[config.mk]
export PLATFORM = sky130hd
export DESIGN_NAME = fic_cap
export DESIGN_NICKNAME = d
export VERILOG_FILES = /design/src/fic_pkg.sv /design/src/fic_cap.sv
export VERILOG_INCLUDE_DIRS = /design/src
export SDC_FILE = /design/constraint.sdc
export NUM_CORES = 1
export LEC_CHECK = 0
export ABC_AREA = 0
export ABC_CLOCK_PERIOD_IN_PS = 1000
export BUFFER_PORTS_ARGS = -buffer_cell sky130_fd_sc_hd__clkbuf_2
export CAP_MARGIN = 5
export CORE_AREA = 4 4 74 76
export DETAILED_ROUTE_END_ITERATION = 12
export DIE_AREA = 0 0 78 80
export GPL_TIMING_DRIVEN = 0
export PLACE_DENSITY = 0.81
export SYNTH_ARGS = -nofsm -noshare
export SYNTH_HDL_FRONTEND = slang
export SYNTH_SLANG_ARGS = --single-unit
export TNS_END_PERCENT = 30
[constraint.sdc]
create_clock -name mclk -period 1 [get_ports mclk]
set_input_delay 0.05 -clock mclk [delete_from_list [all_inputs] [get_ports mclk]]
set_output_delay 0.05 -clock mclk [all_outputs]
set_load 0.03 [all_outputs]
[src/fic_cfg.svh]
// constants for the fifo interface capability block
// assumes inclusion by bare name from the package and the design
`ifndef FIC_CFG_SVH
`define FIC_CFG_SVH
`define FIC_ADDR_W 8
`define FIC_OFF_DATA_FIFO 8'h24
`define FIC_OFF_CAP 8'h30
`define FIC_OFF_XFIFO 8'h80
`define FIC_OFF_KIND 8'h04
`define FIC_BIT_RSV31 31
`define FIC_BIT_REV_HI 30
`define FIC_BIT_REV_LO 28
`define FIC_BIT_SIZE_HI 10
`define FIC_BIT_SIZE_LO 9
`define FIC_BIT_FIXED 8
`define FIC_BIT_CMDRDY 7
`define FIC_BIT_FALL 6
`define FIC_BIT_RISE 5
`define FIC_BIT_LOW 4
`define FIC_BIT_HIGH 3
`define FIC_BIT_OWNSW 2
`define FIC_BIT_STSOK 1
`define FIC_BIT_REPLY 0
`define FIC_KIND_FIFO_A 4'h0
`define FIC_KIND_FIFO_B 4'hf
`define FIC_REV_DEFAULT 3'h3
`define FIC_LEN_LEGACY 7'h04
`define FIC_LEN_8 7'h08
`define FIC_LEN_32 7'h20
`define FIC_LEN_64 7'h40
`endif

[src/fic_pkg.sv]
// types for the fifo interface capability block
// assumes fic_cfg.svh is on the include path
`include "fic_cfg.svh"
package fic_pkg;
   typedef enum logic [1:0] {FIC_SZ_LEGACY = 2'h0, FIC_SZ_8 = 2'h1, FIC_SZ_32 = 2'h2, FIC_SZ_64 = 2'h3} fic_size_e;
   typedef struct packed {
      logic rsv31;
      logic [2:0] port_revision;
      logic [16:0] rsv;
      fic_size_e max_xfer_size_cap;
      logic fixed_burst_flag;
      logic cmd_ready_irq_cap;
      logic fall_trigger_cap;
      logic rise_trigger_cap;
      logic low_trigger_cap;
      logic high_trigger_cap;
      logic owner_switch_irq_cap;
      logic status_good_irq_cap;
      logic reply_ready_irq_cap;
   } fic_cap_s;
   typedef struct packed {
      logic wr;
      logic rd;
      logic [`FIC_ADDR_W-1:0] addr;
      logic [6:0] len;
      logic [31:0] wdata;
   } fic_req_s;
endpackage : fic_pkg

[src/fic_cap.sv]
// fifo interface capability register and fifo port size gate
// assumes a plain strobe bus on mclk; fifo storage lives downstream
// Functional notes
// - capability reads valid only for host port kinds 0000 or 1111.
// - legacy-only parts report size field 00.
// - legacy-only parts accept fifo data only at the standard fifo offset.
// - legacy-only parts abort every access to the extended fifo.
// - nonzero size field enables the extended fifo too.
// - transfers up to the advertised maximum are accepted.
// - one to four byte transfers go to either fifo when extended.
// - size field bits 10:9 encode 64, 32, 8 bytes or legacy.
// - a larger advertised size implies all smaller sizes.
// - bits 30:28 report the port revision.
// - bits 27:11 read as zero.
// - bit 8 reports fixed burst allowance.
// - bit 7 reports command ready interrupt support.
// - bits 6, 5, 3 report falling, rising and high trigger support.
// - bit 4 low trigger support always reads one.
// - bits 2 and 0 always read one.
// - bit 1 reports status good interrupt support.
// - bit 31 value is an implementation choice.
//
// Design decisions made here: strobed register access and the placing of the registers.
`timescale 1ns/1ps
`default_nettype none
`include "fic_cfg.svh"
module fic_cap #(
   parameter logic [1:0] SIZE_CAP = 2'h0,
   parameter logic [2:0] REVISION = `FIC_REV_DEFAULT,
   parameter logic RSV31_VAL = 1'b0,
   parameter logic FIXED_BURST = 1'b0,
   parameter logic CMD_READY_CAP = 1'b0,
   parameter logic FALL_CAP = 1'b0,
   parameter logic RISE_CAP = 1'b0,
   parameter logic HIGH_CAP = 1'b0,
   parameter logic STS_GOOD_CAP = 1'b0,
   parameter logic [3:0] PORT_KIND = `FIC_KIND_FIFO_A
) (
   input wire logic mclk,
   input wire logic sys_rst,
   input wire logic [`FIC_ADDR_W-1:0] reg_addr,
   input wire logic [31:0] reg_wdata,
   input wire logic reg_wr,
   input wire logic reg_rd,
   input wire logic [6:0] reg_len,
   output logic [31:0] reg_rdata,
   output logic bus_abort,
   output logic fifo_wr,
   output logic fifo_rd,
   output logic [31:0] fifo_wdata,
   output logic [6:0] fifo_len,
   input wire logic [31:0] fifo_rdata
);
   fic_pkg::fic_cap_s cap;
   fic_pkg::fic_req_s req;
   logic kind_ok;
   logic is_std;
   logic is_ext;
   logic len_ok;
   logic port_ok;
   logic take;
   logic rd_fifo_q;
   logic [6:0] max_len;

   function automatic logic [6:0] size_limit(input logic [1:0] code);
      unique case (code)
         2'h3: size_limit = `FIC_LEN_64;
         2'h2: size_limit = `FIC_LEN_32;
         2'h1: size_limit = `FIC_LEN_8;
         default: size_limit = `FIC_LEN_LEGACY;
      endcase
   endfunction : size_limit

   always_comb
   begin
      cap = '0;
      cap.rsv31 = RSV31_VAL;
      cap.port_revision = REVISION;
      cap.max_xfer_size_cap = fic_pkg::fic_size_e'(SIZE_CAP);
      cap.fixed_burst_flag = FIXED_BURST;
      cap.cmd_ready_irq_cap = CMD_READY_CAP;
      cap.fall_trigger_cap = FALL_CAP;
      cap.rise_trigger_cap = RISE_CAP;
      cap.high_trigger_cap = HIGH_CAP;
      cap.low_trigger_cap = 1'b1;
      cap.owner_switch_irq_cap = 1'b1;
      cap.reply_ready_irq_cap = 1'b1;
      cap.status_good_irq_cap = STS_GOOD_CAP;
   end

   always_comb
   begin
      req.wr = reg_wr;
      req.rd = reg_rd;
      req.addr = reg_addr;
      req.len = reg_len;
      req.wdata = reg_wdata;
   end

   assign kind_ok = (PORT_KIND == `FIC_KIND_FIFO_A) || (PORT_KIND == `FIC_KIND_FIFO_B);
   assign max_len = size_limit(SIZE_CAP);
   assign is_std = (req.addr == `FIC_OFF_DATA_FIFO);
   assign is_ext = (req.addr == `FIC_OFF_XFIFO);
   // length zero passes the limit check and is forwarded as zero, so a bare strobe still works
   assign len_ok = (req.len <= max_len) || (req.len <= `FIC_LEN_LEGACY);
   assign port_ok = is_std || (is_ext && (SIZE_CAP != 2'h0));
   assign take = (req.wr || req.rd) && port_ok && len_ok;

   // forwarded strobes are registered so the fifo sees clean one-cycle pulses
   always_ff @(posedge mclk)
   begin
      if (sys_rst)
      begin
         fifo_wr <= 1'b0;
         fifo_rd <= 1'b0;
         fifo_wdata <= 32'h0;
         fifo_len <= 7'h0;
      end
      else
      begin
         fifo_wr <= req.wr && take;
         fifo_rd <= req.rd && take;
         fifo_wdata <= req.wdata;
         fifo_len <= req.len;
      end
   end

   always_ff @(posedge mclk)
   begin
      if (sys_rst)
         bus_abort <= 1'b0;
      else
         bus_abort <= (req.wr || req.rd) && ((is_ext && (SIZE_CAP == 2'h0)) || ((is_std || is_ext) && !len_ok));
   end

   always_ff @(posedge mclk)
   begin
      if (sys_rst)
         rd_fifo_q <= 1'b0;
      else
         rd_fifo_q <= req.rd && take;
   end

   // capability read is answered from the constant image; writes are dropped
   logic [31:0] cap_rdata;
   always_ff @(posedge mclk)
   begin
      if (sys_rst)
         cap_rdata <= 32'h0;
      else if (req.rd && req.addr == `FIC_OFF_CAP)
         cap_rdata <= kind_ok ? cap : 32'h0;
      else if (req.rd && req.addr == `FIC_OFF_KIND)
         cap_rdata <= {28'h0, PORT_KIND};
      else
         cap_rdata <= 32'h0;
   end

   // fifo read data is passed through from the fifo in the same cycle as the forwarded strobe
   assign reg_rdata = rd_fifo_q ? fifo_rdata : cap_rdata;
endmodule : fic_cap
`default_nettype wire

==> results of run 1 <==
-- cell usage after synthesis --
library cell	count	share of area [%]
o21ai_0	1	0.34
o211ai_1	1	0.51
nor4bb_1	1	0.68
nand3b_1	1	0.51
nor3b_4	1	1.3
a21oi_1	1	0.34
dfxtp_1	43	59
and2_1	27	11
nor3_1	1	0.34
or4_4	1	0.77
o21a_1	1	0.51
nor2b_1	39	17
nand4bb_1	1	0.77
buf_2	1	0.34
nand2b_1	1	0.43
nand2_1	12	3.1
nor2b_2	1	0.60
nor4_2	1	0.85
clkbuf_1	6	1.5
nor2_1	2	0.51
-- layout make-up --
cell class | instances | area [um^2] | share of cell area [%]
clock buffer | 5 | 68.8 | 2.10
tap | 67 | 83.8 | 2.56
multi-input combinational | 93 | 654 | 20.0
sequential | 43 | 865 | 26.4
timing repair buffer | 197 | 1500 | 45.8
clock inverter | 3 | 43.8 | 1.34
buffer | 7 | 61.3 | 1.87
-- metrics by stage --
stage          instance area (um^2)  TNS [ns]  power [mW]  instances  setup slack (ns)
2_1_floorplan                  1480    -0.371        2.12        143           -0.0186
3_5_place_dp                   2350     -1.84        2.38        366            -0.105
3_3_place_gp                   2350     -1.24        2.37        366            -0.113
4_1_cts                        3200     -5.83        3.84        415            -0.216
6_report                       3280     -4.55        3.81        415            -0.174
5_1_grt                        3280     -6.47        3.98        415            -0.227
-- state kept, by name (all words and copies together), names as in the netlist --
register / flops
cap_rdata: 1
fifo_wr: 1
fifo_wdata: 32
fifo_len: 7
bus_abort: 1
rd_fifo_q: 1
-- final timing paths --
check                 startpoint             to  depth (start not counted)
worst max-delay path   rd_fifo_q  reg_rdata[17]                          3
worst min-delay path  reg_len[3]    fifo_len[3]                          2
-- routing by layer --
layer / GRT usage (%) / part of all wire [%]
met5: 0 / 0
met4: 5.77 / 1.6
met3: 7.90 / 12
met2: 37.2 / 55
met1: 15.7 / 32
-- cell families after synthesis --
group           count (synthesis)
compound gates                  4
buf+inv                         7
flops                          43
simple gates                   89
-- timing repair --
item                                    4_1_cts  5_1_grt
pin swaps                                     0        6
setup buffers                                 0        0
hold buffers                                 41        0
endpoints found under the hold margin        41        0
gates resized for setup                      80       49
endpoints found under the setup margin       32       34
-- power breakdown --
group / switching (mW) / leakage, nW / internal (mW)
clock network: 0.594 / 0.0581 / 0.743
logic: 0.335 / 1.21 / 0.326
registers: 0.0221 / 0.358 / 1.79
total: 0.952 / 1.63 / 2.86
==> flow_summary.yaml, run 1 <==
status:
  outcome: "complete, but fails checks"
  violations: "negative setup slack"
layout:
  n_antenna_cell: 0
  final_nets: 430
  layout_common_cells: "clkbuf_2 (123), dfxtp_1 (42), dlygate4sd3_1 (41)"
  post-route-util_pct: 69.4
  drive_above_1_share_pct: 57.5
  fillerInstances: 341
  layout_commonest_cell: "clkbuf_2"
  syn2layout_area_growth_pct: 123
yosys:
  synthAdderAreaFrac_pct: 0
  synthXorXnorAreaFrac_pct: 0
  synth_top_family_by_area: "simple AND/OR/NAND/NOR gates"
  avgSynthCellArea_um2: 10.3
  synth-seq-cells: 43
  ys_seq_area_share_pct: 58.6
  synth-compound-area-share_pct: 1.70
  yosys_warnings: 0
  synthSimpleGateAreaFrac_pct: 37.9
  synth_fp_nets: 226
  muxShareOfSynthArea_pct: 0
  synth_cell_types: 20
  netlist_area_um2: 1470
  postSynthCellCount: 143
critical_path:
  start_kind: "flop"
  path_cells: "buf_8 -> and2_1 -> clkbuf_8"
  cp_num_buf_inv: 2
  slowest_delay_ns: 0.41
  crit_required_ns: 0.95
  setup.worst_path.class: "flop to output port"
  crit_arrival_ns: 1.12
  path_delay_family: "flip-flops"
  end_kind: "output port"
  crit_slowest_cell: "dfxtp_4"
  critPathMaxFanout: 10
timing:
  hold_violations: 0
  fin_crit_ns: 1.17
  period_share_pct: 117
  rsz0062_at_grt: "true"
  worstMarginPinSlew_ns: 0.480
  slew_headroom_pct: 68.0
  drv_slew: 0
  layout_setup_ws_ns: -0.174
  timing.hold.ws_ns: 0.00395
  finalSetupViolCount: 32
  fmax_ghz: 0.852
drt:
  ant_nets: 0
  wl_per_cell_um: 14.1
  viasPerCell: 4.24
  dr.pass1.iters: 4
  drt_iter0_drc: 51
  vias: 1758
  wirelength_mm: 5.83
  route.detailed.drc: 0
global_routing:
  grt-ovfl-total: 0
  antenna_found_initial: 0
  grt_max_degree: 15
  grt_pass1_wl_mm: 8.80
  grtUsageTotal_pct: 18.3
  grt_pass1_vias: 1896
floorplan:
  pin_count: 157
  rows: 25
  design.die.area_um2: 6240
  fp.dieW_um: 78
  die_y_um: 80
  initial_core_util_pct: 31.1
  core_um2: 4720
clock_tree:
  cts_tree: "built"
  h-tree-depth: 2
  clk_pin_slew_ns: 0.08
  cts_made_buffers: 5
  root_buffer: "clkbuf_8"
  cts.sinks: 43
  clock_path_buffers: 2
worst_hold_path:
  hold_path_class: "primary input to flop"
place:
  io_buffers: 156
  dp_hpwl_mm: 3.71
  gp_congestion: 0.676
flow_run:
  cap_viol_max_count: 0
pwr:
  peakVddDrop_mv: 1.21
  power_density_nw_per_um2: 1160
  p_leak_nw: 1.63
No activity file was read; power rests on OpenSTA's default activity.
==> inputs of run 2 (changes only) <==
Settings changed: CORE_AREA 4 4 74 76 to 8 8 78 80, DIE_AREA 0 0 78 80 to 0 0 86 88, PLACE_DENSITY 0.81 to 0.83.
==> flow_summary.yaml, run 2 (same netlist as run 1, synthesis figures left out) <==
global_routing:
  grt_pass1_vias: 1969
  grtUsageTotal_pct: 16.8
  grt_pass1_wl_mm: 9.90
  grt-ovfl-total: 0
  antenna_found_initial: 0
  grt_max_degree: 16
critical_path:
  path_delay_family: "flip-flops"
  start_kind: "flop"
  crit_cells: 3
  cpMostUsedCell: "buf_8"
  slowest_delay_ns: 0.41
  crit_arrival_ns: 1.15
  crit_slowest_cell: "dfxtp_4"
  path_cells: "buf_8 -> and2_1 -> buf_8"
  setup.worst_path.class: "flop to output port"
  end_kind: "output port"
  critPathMaxFanout: 10
  crit_required_ns: 0.95
  cp_num_buf_inv: 2
floorplan:
  fp.dieW_um: 86
  design.die.area_um2: 7570
  core_um2: 4910
  rows: 26
  initial_core_util_pct: 29.9
  die_y_um: 88
  pin_count: 157
worst_hold_path:
  min_from: "reg_addr[4]"
  hold_path_class: "primary input to flop"
  hold_depth: 2
  whs_endpoint: "cap_rdata[28]"
timing:
  slew_headroom_pct: 67.8
  layout_setup_ws_ns: -0.196
  hold_violations: 0
  rsz0062_at_grt: "true"
  fmax_ghz: 0.836
  tns_ns: -5.09
  finalSetupViolCount: 33
  fin_crit_ns: 1.20
  worstMarginPinSlew_ns: 0.483
  period_share_pct: 120
  drv_slew: 0
pwr:
  total_power_mw: 3.61
  p_leak_nw: 1.62
  peakVddDrop_mv: 0.778
  power_density_nw_per_um2: 1100
place:
  gp_congestion: 0.799
  dp_slack_ns: -0.113
  dp_cells: 369
  io_buffers: 156
  dp_hpwl_mm: 4.25
layout:
  drive_above_1_share_pct: 56.3
  instances_no_fill: 420
  n_antenna_cell: 0
  syn2layout_area_growth_pct: 123
  fillerInstances: 352
  largest_reg_flops: 32
  layout_commonest_cell: "clkbuf_2"
  post-route-util_pct: 66.8
  final_nets: 432
  reg_top3: "fifo_wdata: 32 flops, fifo_len: 7 flops"
  seq_area_um2: 865
  layout_common_cells: "clkbuf_2 (123), dfxtp_1 (42), dlygate4sd3_1 (42)"
  multi_input_area_um2: 644
  top_register: "fifo_wdata"
drt:
  viasPerCell: 4.21
  ant_nets: 0
  drt_iter0_drc: 29
  vias: 1770
  route.detailed.drc: 0
  wirelength_mm: 6.82
  dr.pass1.iters: 3
  wl_per_cell_um: 16.2
clock_tree:
  cts_tree: "built"
  cts_made_buffers: 5
  clk_pin_slew_ns: 0.08
  h-tree-depth: 2
  clock_path_buffers: 2
  cts.sinks: 43
  root_buffer: "clkbuf_8"
status:
  violations: "negative setup slack"
  outcome: "complete, but fails checks"
flow_run:
  cap_viol_max_count: 0
## run 2: changes by cell type in the layout (fill, tap and decap cells not counted), sizes merged
cell / previous run / this run
bufinv: 1 / 0
clkbuf: 138 / 139
clkinv: 2 / 0
clkinvlp: 0 / 2
dlygate4sd3: 41 / 42
inv: 0 / 1
## run 2: final cells by class
type	count	share of cell area [%]
repair buffers	199	46.6
flip-flops and latches	43	26.4
multi-input cells	93	19.6
well taps	70	2.67
clock buffers	5	2.10
plain buffers	7	1.87
clock inverters	3	0.725
## run 2: through the flow
step	area [um^2]	hold slack [ns]
after floorplan	1480	0.128
after global placement	2350	0.247
after detailed placement	2350	0.252
after CTS	3210	0.0181
after global routing	3280	0.0114
final	3280	0.0312
## run 2: how the worst max path moves through the flow
stage | start | end | slack (ns)
after detailed placement | reg_len[3] | fifo_wr | -0.11
after floorplan | rd_fifo_q | reg_rdata[10] | -0.02
after global routing | rd_fifo_q | reg_rdata[2] | -0.25
after CTS | rd_fifo_q | reg_rdata[3] | -0.22
final | rd_fifo_q | reg_rdata[20] | -0.20
after global placement | reg_len[3] | fifo_wr | -0.1
## run 2: what timing repair did
item                                   CTS  global route
buffers inserted                         1             0
hold buffers                            42             0
resized for setup                       79            46
pin swaps                                4             2
setup endpoints to repair               32            34
endpoints found under the hold margin   42             0
## run 2: layer usage
| metal | part of all wire [%] | track usage (%) |
|---|---|---|
| met1 | 34 | 15.0 |
| met2 | 54 | 32.3 |
| met3 | 11 | 8.16 |
| met4 | 1.1 | 5.25 |
| met5 | 0 | 0 |
## run 2: power by group
part           internal (mW)  total [mW]  leakage (nW)  switching [mW]
registers               1.79        1.82         0.358          0.0233
logic                  0.329       0.671          1.22           0.343
clock network          0.499        1.13        0.0408           0.627
==> inputs of run 3 (changes only) <==
Settings changed: PLACE_DENSITY 0.83 to unset, PLACE_DENSITY_LB_ADDON set to 0.25, TNS_END_PERCENT 30 to 20.
==> flow_summary.yaml, run 3 (same netlist as run 1, synthesis figures left out) <==
global_routing:
  grt-ovfl-total: 0
  grt_max_degree: 14
  grt_pass1_wl_mm: 8.94
  antenna_found_initial: 0
  grt_pass1_vias: 1872
  grtUsageTotal_pct: 15.2
critical_path:
  crit_arrival_ns: 1.15
  setup.worst_path.class: "flop to output port"
  start_kind: "flop"
  crit_required_ns: 0.95
  end_kind: "output port"
  slowest_delay_ns: 0.42
  cp_num_buf_inv: 2
  path_cells: "buf_8 -> and2_1 -> clkbuf_8"
  critPathMaxFanout: 10
  path_delay_family: "flip-flops"
  crit_slowest_cell: "dfxtp_4"
flow_run:
  cap_viol_max_count: 0
timing:
  rsz0062_at_grt: "true"
  fin_crit_ns: 1.20
  fmax_ghz: 0.832
  drv_slew: 0
  period_share_pct: 120
  hold_violations: 0
  worstMarginPinSlew_ns: 0.475
  tns_ns: -5.06
  finalSetupViolCount: 33
  slew_headroom_pct: 68.3
  layout_setup_ws_ns: -0.202
worst_hold_path:
  hold_path_class: "primary input to flop"
  min_from: "reg_addr[4]"
  hold_depth: 2
  whs_endpoint: "cap_rdata[28]"
layout:
  layout_commonest_cell: "clkbuf_2"
  fillerInstances: 365
  syn2layout_area_growth_pct: 123
  layout_common_cells: "clkbuf_2 (123), dfxtp_1 (42), dlygate4sd3_1 (42)"
  reg_top3: "fifo_wdata: 32 flops, fifo_len: 7 flops"
  drive_above_1_share_pct: 55.8
  n_antenna_cell: 0
  multi_input_area_um2: 642
  seq_area_um2: 865
  final_nets: 433
  post-route-util_pct: 66.7
  largest_reg_flops: 32
  top_register: "fifo_wdata"
drt:
  vias: 1744
  dr.pass1.iters: 4
  route.detailed.drc: 0
  drt_iter0_drc: 41
  ant_nets: 0
  wirelength_mm: 6.24
  wl_per_cell_um: 14.8
  viasPerCell: 4.14
floorplan:
  rows: 26
  core_um2: 4910
  die_y_um: 88
  design.die.area_um2: 7570
  fp.dieW_um: 86
  pin_count: 157
  initial_core_util_pct: 29.9
clock_tree:
  root_buffer: "clkbuf_8"
  h-tree-depth: 2
  cts_made_buffers: 5
  cts.sinks: 43
  clock_path_buffers: 2
  cts_tree: "built"
  clk_pin_slew_ns: 0.08
place:
  io_buffers: 156
  dp_hpwl_mm: 4.21
  gp_congestion: 0.744
status:
  outcome: "complete, but fails checks"
  violations: "negative setup slack"
pwr:
  power_density_nw_per_um2: 1080
  peakVddDrop_mv: 0.765
  p_leak_nw: 1.62
-- run 3: how the worst max path moves through the flow --
stage / startpoint / endpoint / slack [ns] / cells after the start
floorplan: rd_fifo_q / reg_rdata[10] / -0.02 / 2
global placement: reg_len[3] / fifo_wr / -0.1 / 4
detailed placement: reg_len[3] / bus_abort / -0.11 / 4
CTS: rd_fifo_q / reg_rdata[21] / -0.19 / 3
global route: rd_fifo_q / reg_rdata[10] / -0.24 / 3
finish: rd_fifo_q / reg_rdata[10] / -0.20 / 3
-- run 3: report_power, final --
part           total, mW  internal [mW]  switching, mW
combinational      0.663          0.328          0.335
sequential          1.81           1.79         0.0213
clock               1.07          0.488          0.583
-- run 3: cell type report --
cell class              instances  share of cell area [%]
flip-flops and latches         43                    26.4
clock buffers                   6                    2.21
clock inverters                 2                   0.382
repair buffers                200                    46.9
multi-input cells              93                    19.6
well taps                      70                    2.67
plain buffers                   7                    1.87
-- run 3: stage by stage --
step / setup WS [ns] / std cells / hold WS, ns / cell area [um^2] / power (mW)
after floorplan: -0.0186 / 143 / 0.128 / 1480 / 2.12
after global placement: -0.0997 / 369 / 0.258 / 2350 / 2.37
after detailed placement: -0.106 / 369 / 0.262 / 2350 / 2.38
after CTS: -0.195 / 421 / 0.0141 / 3200 / 3.60
after global routing: -0.243 / 421 / 0.0326 / 3280 / 3.72
final: -0.202 / 421 / 0.0339 / 3280 / 3.55
-- run 3: metal layers --
| layer | track usage, % | routed length, um |
|---|---|---|
| met1 | 13.8 | 2220 |
| met2 | 28.7 | 3230 |
| met3 | 7.22 | 719 |
| met4 | 5.25 | 70 |
| met5 | 0 | 0 |
-- run 3: what timing repair did --
| action | 4_1_cts | 5_1_grt |
|---|---|---|
| hold buffers | 42 | 0 |
| setup buffers | 1 | 0 |
| gates cloned | 1 | 0 |
| pin swaps | 0 | 4 |
| setup endpoints to repair | 32 | 36 |
| gates resized for setup | 79 | 44 |
| hold endpoints to repair | 42 | 0 |
